--- src/core/nic_map.svh ---
// offsets, field positions, reset values and vector constants of the nested priority block
// assumes inclusion by bare name from the design file and the bench
`ifndef NIC_MAP_SVH
`define NIC_MAP_SVH
// register indices; byte address is four times the index
`define NIC_IDX_CC      6'h20
`define NIC_IDX_IRQ_PRIORITY_0   6'h24
`define NIC_IDX_IRQ_PRIORITY_1   6'h25
`define NIC_IDX_IRQ_PRIORITY_2   6'h26
`define NIC_IDX_IRQ_PRIORITY_3   6'h27
`define NIC_IDX_EXT_IRQ_CTRL    6'h28
// reset values and the read-only ones of the fourth priority register
`define NIC_CC_RST      8'hea
`define NIC_ISPR_RST    8'hff
`define NIC_EXT_IRQ_CTRL_RST    8'h00
`define NIC_IRQ_PRIORITY_3_RO    8'hf0
// condition-code priority bit positions and codes
`define NIC_CC_HI       5
`define NIC_CC_LO       3
`define NIC_CODE_L0     2'b10
`define NIC_CODE_L3     2'b11
// external control field positions
`define NIC_EI_IS1      6
`define NIC_EI_IPB      5
`define NIC_EI_IS2      3
`define NIC_EI_IPA      2
`define NIC_EI_TLIS     1
`define NIC_EI_TLIE     0
// vectors and wake capability per source number
`define NIC_VEC_TLI     16'hfffa
`define NIC_WAKE_HALT   14'h20bd
`define NIC_WAKE_AHALT  14'h20bf
`define NIC_WAKE_RUN    14'h3fff
`endif

--- src/core/nic_pkg.sv ---
// types shared by the nested priority block and its neighbours
// assumes nothing beyond a SystemVerilog compiler
package nic_pkg;
  typedef enum logic [2:0] {
    NIC_OP_RIM   = 3'b000,
    NIC_OP_SIM   = 3'b001,
    NIC_OP_HALT  = 3'b010,
    NIC_OP_WFI   = 3'b011,
    NIC_OP_TRAP  = 3'b100,
    NIC_OP_IRQ_RETURN_INSTR  = 3'b101,
    NIC_OP_POPCC = 3'b110
  } nic_op_e;

  typedef struct packed {
    logic       valid;
    nic_op_e    op;
    logic [7:0] cc_val;
  } nic_cpu_evt_s;

  typedef struct packed {
    logic        valid;
    logic [3:0]  src;
    logic [15:0] addr;
  } nic_vec_s;
endpackage : nic_pkg

--- src/core/nic_ctrl.sv ---
// nested interrupt priority controller: condition-code priority bits, per-vector
// software priority, external sensitivity, arbitration and halt wake-up
// assumes a classic Wishbone master on CLK and a CPU core that pulses its events on CLK
//
// Overview of operation
// - current priority lives in condition-code bits 5 and 3
// - codes: level0=10, level1=01, level2=00, level3=11 (masked)
// - condition codes reset to 111x1010, level 3
// - interrupt entry loads current priority from that vector's stored pair
// - enable, disable, halt, wait, return and pop instructions alter priority bits
// - top-level, trap and reset act even at level 3
// - priority registers reset to ff; upper nibble of fourth reads ones
// - pair n belongs to vector fffa minus 2n, down to pair 13
// - writing code 10 into a pair leaves that pair unchanged
// - top-level, reset and trap entries set level 3
// - top-level pair is storage only, ignored by arbitration
// - raising a pending routine's pair above current level re-enters it
// - enable, wait and halt load code 10
// - disable and trap load code 11
// - masked flag tells jump instructions whether level is 3
// - instruction-set level persists until return or next such instruction
// - fixed vector order; lower source number wins in hardware
// - only listed sources wake from halt
// - clock time-base source wakes only from active halt
// - four edge/level modes; rising with high level only on groups a and b-low
// - four external groups; a and f share one sensitivity field, b-low and b-high the other
// - sensitivity bits change only at level 3
// - changing sensitivity clears all pending external requests
// - highest software level first, ties to highest hardware priority
// - maskable request served only above current level, else stays pending
//
// Our own choices: register access over Wishbone and the address map.
`include "nic_map.svh"

module nic_ctrl
  import nic_pkg::*;
(
  input  wire logic         CLK,
  input  wire logic         SRST,
  input  wire logic         WB_CYC_I,
  input  wire logic         WB_STB_I,
  input  wire logic         WB_WE_I,
  input  wire logic [7:0]   WB_ADR_I,
  input  wire logic [3:0]   WB_SEL_I,
  input  wire logic [31:0]  WB_DAT_I,
  output logic      [31:0]  WB_DAT_O,
  output logic              WB_ACK_O,
  input  wire nic_cpu_evt_s CPU_EVT,
  input  wire logic         VEC_ACK,
  input  wire logic         CLK_TB_REQ,
  input  wire logic [6:0]   PERIPH_REQ,
  input  wire logic         TLI_PIN,
  input  wire logic [3:0]   PORT_A,
  input  wire logic [2:0]   PORT_F,
  input  wire logic [7:0]   PORT_B,
  input  wire logic         HALT_MODE,
  input  wire logic         ACTIVE_HALT,
  output nic_vec_s          VEC,
  output logic              WAKE,
  output logic              MASKED
);

  // ****************************************
  // helpers
  // ****************************************
  function automatic logic [1:0] lvl_of(input logic [1:0] code);
    case (code)
      2'b10:   lvl_of = 2'd0;
      2'b01:   lvl_of = 2'd1;
      2'b00:   lvl_of = 2'd2;
      default: lvl_of = 2'd3;
    endcase
  endfunction : lvl_of

  function automatic logic [7:0] ispr_merge(input logic [7:0] old, input logic [7:0] wr);
    logic [7:0] res;
    res = wr;
    for (int p = 0; p < 4; p++) begin
      if (wr[2*p +: 2] == `NIC_CODE_L0) begin
        res[2*p +: 2] = old[2*p +: 2];
      end
    end
    ispr_merge = res;
  endfunction : ispr_merge

  // edge enables per sensitivity code; polarity swaps edges except in both-edge mode
  function automatic logic ext_evt(input logic [1:0] is, input logic pol, input logic rise,
                                   input logic fall);
    logic r_en;
    logic f_en;
    r_en = 1'b1;
    f_en = 1'b1;
    case (is)
      2'b01:   begin r_en = ~pol; f_en = pol; end
      2'b11:   begin r_en = 1'b1; f_en = 1'b1; end
      default: begin r_en = pol;  f_en = ~pol; end
    endcase
    ext_evt = (r_en & rise) | (f_en & fall);
  endfunction : ext_evt

  // ****************************************
  // state
  // ****************************************
  logic [7:0]  cc;
  logic [7:0]  ispr [4];
  logic [7:0]  ext_irq_ctrl;
  logic [31:0] ispr_flat;
  logic [1:0]  cur_code;
  logic [1:0]  cur_lvl;
  logic        lvl3;
  logic [15:0] pin_s1;
  logic [15:0] pin_s2;
  logic [15:0] pin_s3;
  logic [15:0] rise_v;
  logic [15:0] fall_v;
  logic [3:0]  g_r;
  logic [3:0]  g_f;
  logic [3:0]  g_lo;
  logic [3:0]  g_hi;
  logic [3:0]  ext_set;
  logic [3:0]  ext_lvl;
  logic [3:0]  ext_pend;
  logic [3:0]  ext_req;
  logic [3:0]  ext_clr;
  logic        tli_pend;
  logic        tli_evt;
  logic [13:0] req;
  logic [13:0] wmask;
  logic        take;
  logic [1:0]  ent_code;
  nic_vec_s    next_vec;
  logic        best_ok;
  logic [1:0]  best_lvl;
  logic [3:0]  best_src;
  logic        wb_req;
  logic        wb_wr;
  logic [5:0]  idx;
  logic        ext_irq_ctrl_chg;
  logic [7:0]  rd_data;

  assign ispr_flat = {ispr[3], ispr[2], ispr[1], ispr[0]};
  assign cur_code  = {cc[`NIC_CC_HI], cc[`NIC_CC_LO]};
  assign cur_lvl   = lvl_of(cur_code);
  assign lvl3      = (cur_code == `NIC_CODE_L3);
  assign take      = VEC_ACK & VEC.valid;
  assign ent_code  = (VEC.src == 4'h0) ? `NIC_CODE_L3 : ispr_flat[{VEC.src, 1'b0} +: 2];

  // ****************************************
  // wishbone slave
  // ****************************************
  // one wait state: ack the cycle after the request, commit writes on the ack edge
  assign wb_req = WB_CYC_I & WB_STB_I & ~WB_ACK_O;
  assign wb_wr  = WB_CYC_I & WB_STB_I & WB_WE_I & WB_ACK_O & WB_SEL_I[0] & (WB_ADR_I[1:0] == 2'b00);
  assign idx    = WB_ADR_I[7:2];

  always_comb begin
    rd_data = 8'h00;
    if (WB_ADR_I[1:0] == 2'b00) begin
      case (idx)
        `NIC_IDX_CC:    rd_data = cc;
        `NIC_IDX_IRQ_PRIORITY_0: rd_data = ispr[0];
        `NIC_IDX_IRQ_PRIORITY_1: rd_data = ispr[1];
        `NIC_IDX_IRQ_PRIORITY_2: rd_data = ispr[2];
        `NIC_IDX_IRQ_PRIORITY_3: rd_data = ispr[3] | `NIC_IRQ_PRIORITY_3_RO;
        `NIC_IDX_EXT_IRQ_CTRL:  rd_data = ext_irq_ctrl;
        default:        rd_data = 8'h00;
      endcase
    end
  end

  always_ff @(posedge CLK) begin
    if (SRST) begin
      WB_ACK_O <= 1'b0;
      WB_DAT_O <= 32'h0;
    end else begin
      WB_ACK_O <= wb_req;
      WB_DAT_O <= wb_req ? {24'h0, rd_data} : 32'h0;
    end
  end

  // ****************************************
  // condition codes
  // ****************************************
  // entry beats an instruction event, which beats a bus write
  always_ff @(posedge CLK) begin
    if (SRST) begin
      cc <= `NIC_CC_RST;
    end else if (take) begin
      {cc[`NIC_CC_HI], cc[`NIC_CC_LO]} <= ent_code;
    end else if (CPU_EVT.valid) begin
      case (CPU_EVT.op)
        NIC_OP_RIM, NIC_OP_WFI, NIC_OP_HALT: {cc[`NIC_CC_HI], cc[`NIC_CC_LO]} <= `NIC_CODE_L0;
        NIC_OP_SIM, NIC_OP_TRAP: {cc[`NIC_CC_HI], cc[`NIC_CC_LO]} <= `NIC_CODE_L3;
        NIC_OP_IRQ_RETURN_INSTR, NIC_OP_POPCC: cc <= CPU_EVT.cc_val;
        default: cc <= cc;
      endcase
    end else if (wb_wr && idx == `NIC_IDX_CC) begin
      cc <= WB_DAT_I[7:0];
    end
  end

  always_ff @(posedge CLK) begin
    if (SRST) begin
      MASKED <= 1'b1;
    end else begin
      MASKED <= lvl3;
    end
  end

  // ****************************************
  // software priority registers
  // ****************************************
  always_ff @(posedge CLK) begin
    if (SRST) begin
      for (int k = 0; k < 4; k++) begin
        ispr[k] <= `NIC_ISPR_RST;
      end
    end else begin
      for (int k = 0; k < 4; k++) begin
        if (wb_wr && idx == 6'(`NIC_IDX_IRQ_PRIORITY_0 + k)) begin
          ispr[k] <= ispr_merge(ispr[k], WB_DAT_I[7:0]) | ((k == 3) ? `NIC_IRQ_PRIORITY_3_RO : 8'h00);
        end
      end
    end
  end

  // ****************************************
  // external control register
  // ****************************************
  assign ext_irq_ctrl_chg = wb_wr && idx == `NIC_IDX_EXT_IRQ_CTRL && lvl3 && (WB_DAT_I[7:2] != ext_irq_ctrl[7:2]);

  always_ff @(posedge CLK) begin
    if (SRST) begin
      ext_irq_ctrl <= `NIC_EXT_IRQ_CTRL_RST;
    end else if (wb_wr && idx == `NIC_IDX_EXT_IRQ_CTRL) begin
      if (lvl3) begin
        ext_irq_ctrl[7:2] <= WB_DAT_I[7:2];
      end
      if (!ext_irq_ctrl[`NIC_EI_TLIE]) begin
        ext_irq_ctrl[`NIC_EI_TLIS] <= WB_DAT_I[`NIC_EI_TLIS];
      end
      ext_irq_ctrl[`NIC_EI_TLIE] <= WB_DAT_I[`NIC_EI_TLIE];
    end
  end

  // ****************************************
  // pin synchronisers and edge detect
  // ****************************************
  // pins are asynchronous; the third stage only serves edge detection
  always_ff @(posedge CLK) begin
    pin_s1 <= {TLI_PIN, PORT_B, PORT_F, PORT_A};
    pin_s2 <= pin_s1;
    pin_s3 <= pin_s2;
  end

  assign rise_v = pin_s2 & ~pin_s3;
  assign fall_v = ~pin_s2 & pin_s3;
  // pins of one group are ored together
  assign g_r  = {|rise_v[14:11], |rise_v[10:7], |rise_v[6:4], |rise_v[3:0]};
  assign g_f  = {|fall_v[14:11], |fall_v[10:7], |fall_v[6:4], |fall_v[3:0]};
  assign g_lo = {~&pin_s2[14:11], ~&pin_s2[10:7], ~&pin_s2[6:4], ~&pin_s2[3:0]};
  assign g_hi = {|pin_s2[14:11], |pin_s2[10:7], |pin_s2[6:4], |pin_s2[3:0]};

  always_comb begin
    // groups: 0 port a (polarity a), 1 port f, 2 port b low (polarity b), 3 port b high
    ext_set[0] = ext_evt(ext_irq_ctrl[`NIC_EI_IS2 +: 2], ext_irq_ctrl[`NIC_EI_IPA], g_r[0], g_f[0]);
    ext_set[1] = ext_evt(ext_irq_ctrl[`NIC_EI_IS2 +: 2], 1'b0, g_r[1], g_f[1]);
    ext_set[2] = ext_evt(ext_irq_ctrl[`NIC_EI_IS1 +: 2], ext_irq_ctrl[`NIC_EI_IPB], g_r[2], g_f[2]);
    ext_set[3] = ext_evt(ext_irq_ctrl[`NIC_EI_IS1 +: 2], 1'b0, g_r[3], g_f[3]);
    ext_lvl[0] = (ext_irq_ctrl[`NIC_EI_IS2 +: 2] == 2'b00) && (ext_irq_ctrl[`NIC_EI_IPA] ? g_hi[0] : g_lo[0]);
    ext_lvl[1] = (ext_irq_ctrl[`NIC_EI_IS2 +: 2] == 2'b00) && g_lo[1];
    ext_lvl[2] = (ext_irq_ctrl[`NIC_EI_IS1 +: 2] == 2'b00) && (ext_irq_ctrl[`NIC_EI_IPB] ? g_hi[2] : g_lo[2]);
    ext_lvl[3] = (ext_irq_ctrl[`NIC_EI_IS1 +: 2] == 2'b00) && g_lo[3];
    ext_clr = {4{ext_irq_ctrl_chg}};
    for (int g = 0; g < 4; g++) begin
      if (take && VEC.src == 4'(g + 2)) begin
        ext_clr[g] = 1'b1;
      end
    end
  end

  // a fresh edge in the clearing cycle survives
  always_ff @(posedge CLK) begin
    if (SRST) begin
      ext_pend <= 4'h0;
    end else begin
      ext_pend <= ext_set | (ext_pend & ~ext_clr);
    end
  end

  assign ext_req = ext_pend | ext_lvl;
  assign tli_evt = ext_irq_ctrl[`NIC_EI_TLIE] & (ext_irq_ctrl[`NIC_EI_TLIS] ? rise_v[15] : fall_v[15]);

  always_ff @(posedge CLK) begin
    if (SRST) begin
      tli_pend <= 1'b0;
    end else begin
      tli_pend <= tli_evt | (tli_pend & ~(take && VEC.src == 4'h0));
    end
  end

  // ****************************************
  // arbitration
  // ****************************************
  // peripheral requests are level flags held by their owners until cleared there
  assign req = {PERIPH_REQ, 1'b0, ext_req, CLK_TB_REQ, tli_pend};

  always_comb begin
    wmask = HALT_MODE ? (ACTIVE_HALT ? `NIC_WAKE_AHALT : `NIC_WAKE_HALT) : `NIC_WAKE_RUN;
    best_ok  = 1'b0;
    best_lvl = 2'd0;
    best_src = 4'h0;
    // live pairs and live level give re-entry when a pending pair is raised
    for (int i = 13; i >= 1; i--) begin
      if (req[i] && wmask[i] && lvl_of(ispr_flat[2*i +: 2]) > cur_lvl &&
          (!best_ok || lvl_of(ispr_flat[2*i +: 2]) >= best_lvl)) begin
        best_ok  = 1'b1;
        best_lvl = lvl_of(ispr_flat[2*i +: 2]);
        best_src = 4'(i);
      end
    end
    next_vec.valid = best_ok;
    next_vec.src   = best_src;
    if (req[0] && wmask[0]) begin
      next_vec.valid = 1'b1;
      next_vec.src   = 4'h0;
    end
    next_vec.addr = 16'(`NIC_VEC_TLI - {11'h0, next_vec.src, 1'b0});
  end

  // the offer is withdrawn for a cycle after acceptance so it reflects the new level
  always_ff @(posedge CLK) begin
    if (SRST) begin
      VEC <= '0;
    end else if (take) begin
      VEC <= '0;
    end else begin
      VEC <= next_vec;
    end
  end

  always_ff @(posedge CLK) begin
    if (SRST) begin
      WAKE <= 1'b0;
    end else begin
      WAKE <= HALT_MODE & |(req & wmask);
    end
  end
endmodule : nic_ctrl

--- config.mk ---
export PLATFORM = sky130hd
export DESIGN_NAME = nic_ctrl
export DESIGN_NICKNAME = d
export VERILOG_FILES = /design/src/core/nic_pkg.sv /design/src/core/nic_ctrl.sv
export VERILOG_INCLUDE_DIRS = /design/src /design/src/core
export SDC_FILE = /design/constraint.sdc
export NUM_CORES = 1
export LEC_CHECK = 0
export ABC_AREA = 1
export BUFFER_PORTS_ARGS = -buffer_cell sky130_fd_sc_hd__buf_4
export CAP_MARGIN = 15
export CORE_ASPECT_RATIO = 1.75
export CORE_MARGIN = 1
export CORE_UTILIZATION = 56
export DETAILED_ROUTE_END_ITERATION = 10
export HOLD_SLACK_MARGIN = 0.12
export PLACE_DENSITY = 0.84
export SETUP_SLACK_MARGIN = 0.05
export SLEW_MARGIN = 20
export SYNTH_ARGS = -nofsm -noshare
export SYNTH_HDL_FRONTEND = slang
export SYNTH_SLANG_ARGS = --single-unit
--- constraint.sdc ---
create_clock -name CLK -period 13.55 [get_ports CLK]
set_input_delay 2.0325 -clock CLK [delete_from_list [all_inputs] [get_ports CLK]]
set_output_delay 2.0325 -clock CLK [all_outputs]
set_load 0.03 [all_outputs]
; Yosys cells after proc, flatten, opt, wreduce, memory -nomap -nowiden
; Memories as Yosys holds them, arrays and structs flattened.
; Index checks and enable logic that the tools add are counted.
[word_totals]
memories = 1
inputBits = 88
ramBits = 32
reg_bits = 125
[mem_list]
columns = name, words, width, rd, rd_ports_with_merged_regs, wr, line_no
row1 = ispr, 4, 8, 4, 0, 4, nic_ctrl.sv:105  ; logic [7:0] ispr [4];
[classes]
add_sub_neg = 1
magnitude_cmp = 23
shift = 1
mux = 137
n_bitwise = 44
n_reduce_logical = 127
n_eq_ne = 55
[ops]
columns = cell, n
row1 = 2-to-1 mux 2 bit, 56
row2 = one-hot mux 2 bit (3 select lines), 13
row3 = logical AND 1 bit, 52
row4 = 2-to-1 mux 4 bit, 12
row5 = 2-to-1 mux 8 bit, 6
row6 = one-hot mux 8 bit (6 select lines), 1
row7 = "== test 2 bit, second input constant", 20
row8 = 2-to-1 mux 1 bit, 40
row9 = "== test 6 bit, second input constant", 6
row10 = AND 16 bit, 2
row11 = zero test 2 bit, 16
row12 = inverter 16 bit, 2
row13 = OR reduction 4 bit, 8
row14 = variable part select 32 x 6 -> 2 bit, 1
row15 = "== test 2 x 1 -> 1 bit, second input constant", 15
row16 = greater-than comparator 2 bit, 12
row17 = greater-or-equal comparator 2 bit, 11
row18 = AND 1 bit, 18
row19 = zero test 1 bit, 15
row20 = AND 14 bit, 1
row21 = OR reduction 14 bit, 1
row22 = 2-to-1 mux 13 bit, 1
row23 = AND reduction 4 bit, 3
row24 = OR reduction 3 bit, 4
row25 = other kinds (29), 72

; Logic depth before layout (Yosys ltp)
; An unclocked memory read counts as a cell.
[depth]
depth_word = 52
mapped_depth = 104

; Worst setup path after synthesis
; No wires, ideal clock.
[synth_path]
path_type = input to register
from = input port PERIPH_REQ[6]
to = register VEC[4] in the netlist's numbering
setup_time_ps = 70
stages = 89
slack_ps = 1711
n_path_buf = 0
t_arrival_ps = 11770
path_cell_list = nand2_1 inv_2 nand2_4 nor2_1 inv_1 ha_1 a21oi_1 nand2_1 nand2_1 nand2_1 and2_1 ha_1 a21oi_1 nand2_1 nand2_2 nand2_1 o21ai_1 ha_1 (+53 left out) o21ai_2 ha_1 o21ai_0 nand3b_1 nand2_1 or2_2 nand2_1 ha_1 o21ai_0 nand2_1 o21ai_1 nand2_1 a21oi_1 nand3_1 inv_1 ha_1 nand3_1 a21oi_1
[synth_rtl]
columns = element, line_no
row1 = start: declaration, nic_ctrl.sv:51  ; input wire logic [6:0] PERIPH_REQ,
row2 = end signal: assignment, nic_ctrl.sv:338  ; VEC <= next_vec;
row3 = end: declaration, nic_ctrl.sv:58  ; output nic_vec_s VEC,

==> impl_metrics.csv <==
group,metric,value,unit
setup_path,crit_slowest_cell,"or2_2",
final_layout,fin_nets,1127,
setup_path,startpoint_type,"primary input",
sta,skew,0.0101,ns
die,die_area,12700,µm²
logic_synthesis,synth_top_family_by_area,"simple AND/OR/NAND/NOR gates",
sta,finalMaxSlewViolations,0,
grt,grt_antenna_before_repair,0,
final_layout,fill_cells,926,
setup_path,critPathMaxStageDelay,0.29,ns
detailed_routing,wl_per_cell,15.7,µm
die,die_w,85.7,µm
grt,grt.overflow.total,0,
detailed_routing,vias,6347,
sta,hold_viol,0,
grt,grt_pass1_wl,28200,µm
setup_path,cp_data_arrival_time,12.94,ns
die,start_util,57.2,%
logic_synthesis,yosysSeqAreaShare,38.5,%
min_path,hold_path.class,"register to register",
setup_path,r2r-start,"cc[5]",
logic_synthesis,yosys.area.top_type,"dfxtp_1",
detailed_routing,final_antenna_net_count,0,
setup_path,r2r_end,"VEC[4]",
power_and_ir_drop,p_leak,3.92,nW
die,placeableCoreArea,12000,µm²
setup_path,setup.worst_path.end,"VEC[4]",
detailed_routing,first_pass_iters,6,
logic_synthesis,synthDistinctLibCells,44,
grt,grt_pass1_vias,6010,
cts,cts_sinks,118,
die,dieHeight,148,µm
sta,fmax,79.4,MHz
cts,clk_latency,0.41,ns
final_layout,area_growth_syn_to_layout,20.9,%
detailed_routing,routed_wirelength,18100,µm
outcome,outcome,"finished, final reports clean",
cts,clock_path_buffers,2,
cts,cts_tree,"done",
sta,tightest_slew,1.15,ns
detailed_routing,remaining_drc_errors,0,
logic_synthesis,synth_xor_area_share,0.128,%
logic_synthesis,synth-adder-area-share,12.6,%
grt,grt_max_degree,32,
cts,cts_buffers,17,
final_layout,stdcell_count,1148,
logic_synthesis,ys_seq_elements,118,
sta,final.min_clock_period,12.60,ns
cts,h-tree-depth,4,
logic_synthesis,synth_edf_count,28,
logic_synthesis,synthesis.area,6870,µm²
place,hpwl,13700,µm
logic_synthesis,synth_flop_cell,"dfxtp_1",
power_and_ir_drop,total_power,1.38,mW
setup_path,crit_required,13.89,ns
final_layout,num_antenna_cells,0,
cts,clk_pin_slew,0.06,ns
logic_synthesis,avgSynthCellArea,7.87,µm²
logic_synthesis,ys_async_sr_fraction,0,%
setup_path,r2r_cells,98,
logic_synthesis,synthMuxAreaShare,0,%
grt,grt_usage,29.1,%
setup_path,crit_path_end_kind,"register",
sta,fin_crit_sh,93.0,%
place,gp_congestion,0.953,
cts,root_buffer,"clkbuf_16",
logic_synthesis,netlist_instances,872,
logic_synthesis,synth_compound_area_share,15.8,%
die,rows,53,
logic_synthesis,synth-simple-area-share,21.0,%
job,cap_violations,0,
logic_synthesis,synth_area_leaders,"dfxtp_1 (26%), ha_1 (13%), edfxtp_1 (12%)",
detailed_routing,drt-initial-drc-count,455,
setup_path,reg2reg_slack,1.22,ns
logic_synthesis,yosys_warnings,0,
power_and_ir_drop,power_density,166,nW/µm²
detailed_routing,viasPerCell,5.53,
final_layout,final_common_cell,"nand2_1",
place,port_buffers,91,
power_and_ir_drop,ir_worst_vdd,0.135,mV
setup_path,critPathKind,"primary input to register",
setup_path,cp_max_fo,9,
place,dp.cells,1110,
setup_path,cpMostUsedCell,"nand2_1",
sta,final.setup.tns,0,ns
die,top_level_ports,144,
sta,finalSetupViolCount,0,
final_layout,mostFrequentLayoutCells,"nand2_1 (155), inv_1 (136), buf_4 (99), dfxtp_1 (90), nor2_1 (71)",
logic_synthesis,yosys.area.top_type_share,26.2,%
sta,slew_headroom,23.0,%
setup_path,cp-startpoint,"PERIPH_REQ[6]",
final_layout,drive_gt1_share,18.4,%
## timing repair
action                     CTS  global route
hold buffers                 0             0
setup endpoints to repair    0             7
gates resized for setup      0            16
setup buffers                0             6
## final cells by class
cell class                 instances  area [µm²]  area share, %
clock buffer                      19         475           5.73
clock inverter                    13         176           2.13
inverter                         141         529           6.38
multi-input combinational        593        3530           42.5
sequential                       118        2640           31.8
tap                              165         206           2.49
timing repair buffer              99         743           8.95
## per-layer routing
layer,share of wire [%],vias up,track usage [%]
li1,-,3072,-
met1,35,2910,28.7
met2,53,288,52.8
met3,5.4,77,6.10
met4,6.6,0,21.3
met5,0,-,0
## synthesized netlist by cell type (2+ instances only)
master and count:
a31oi_1 8, o21ai_1 8, a41oi_1 4, a211oi_1 4
o21ai_0 47, nand2_1 158, inv_2 3, nand4_1 5
o311ai_0 3, and2_1 3, o221ai_1 4, clkinv_1 2
nand3_1 37, inv_1 136, nor3_1 8, a221oi_1 12
o22ai_1 19, o2111ai_1 2, a21oi_1 50, dfxtp_1 90
a22oi_1 6, buf_4 35, nand3_2 9, nand3b_1 3
or2_2 3, nor4_1 2, nand2_2 11, ha_1 69
edfxtp_1 28, clkbuf_1 9, nor2_1 72, o31ai_1 2
o21ai_2 4, nand2_4 6
## metrics by stage
step | hold slack [ns] | setup WS, ns | cell area (µm²) | util [%]
finish | 0.325 | 0.952 | 8300 | 69.2
global route | 0.330 | -0.170 | 8300 | 69.2
CTS | 0.328 | 0.418 | 8220 | 68.5
detailed placement | 0.314 | 0.178 | 7560 | 63.0
global placement | 0.310 | 0.590 | 7560 | 63.0
floorplan | 0.310 | 1.71 | 6960 | -
## logic make-up (layout without fill, tap and decap cells)
kind of cell               after synthesis  in the layout
AOI/OAI and AO/OA                      178            178
xor gates and xnor gates                 1              1
adders and majority gates               69             69
buffers and inverters                  185            272
DFF                                    118            118
other                                    1             25
and+or+nand+nor                        320            320
## worst max-delay path, delay by kind of cell
kind / cells / cell delay [ns]
buffers and inverters: 14 / 1.03
adders and majority gates: 12 / 3.00
and+or+nand+nor: 43 / 4.10
AOI/OAI and AO/OA: 25 / 2.75
## flip-flops by register name (all words and copies together), names as in the netlist, 4 cells and up
name          cells
VEC              10
WB_DAT_O          8
cc                8
ext_irq_ctrl      8
ext_pend          4
ispr             28
pin_s1           16
pin_s2           16
pin_s3           16
## power by group
group	internal, mW	leakage, nW	switching (mW)
Clock	0.316	0.317	0.171
Sequential	0.383	0.951	0.0187
Combinational	0.182	2.65	0.307
Total	0.881	3.92	0.497
## how the worst min path moves through the flow
stage	end	depth (start not counted)	slack [ns]	from
4_1_cts	pin_s2[10]	0	0.33	pin_s1[10]
2_1_floorplan	pin_s2[0]	0	0.31	pin_s1[0]
3_3_place_gp	pin_s2[14]	0	0.31	pin_s1[14]
6_report	pin_s2[10]	0	0.32	pin_s1[10]
3_5_place_dp	pin_s2[10]	0	0.31	pin_s1[10]
5_1_grt	pin_s2[10]	0	0.33	pin_s1[10]
Note: power is estimated with default switching activity, not from simulation.
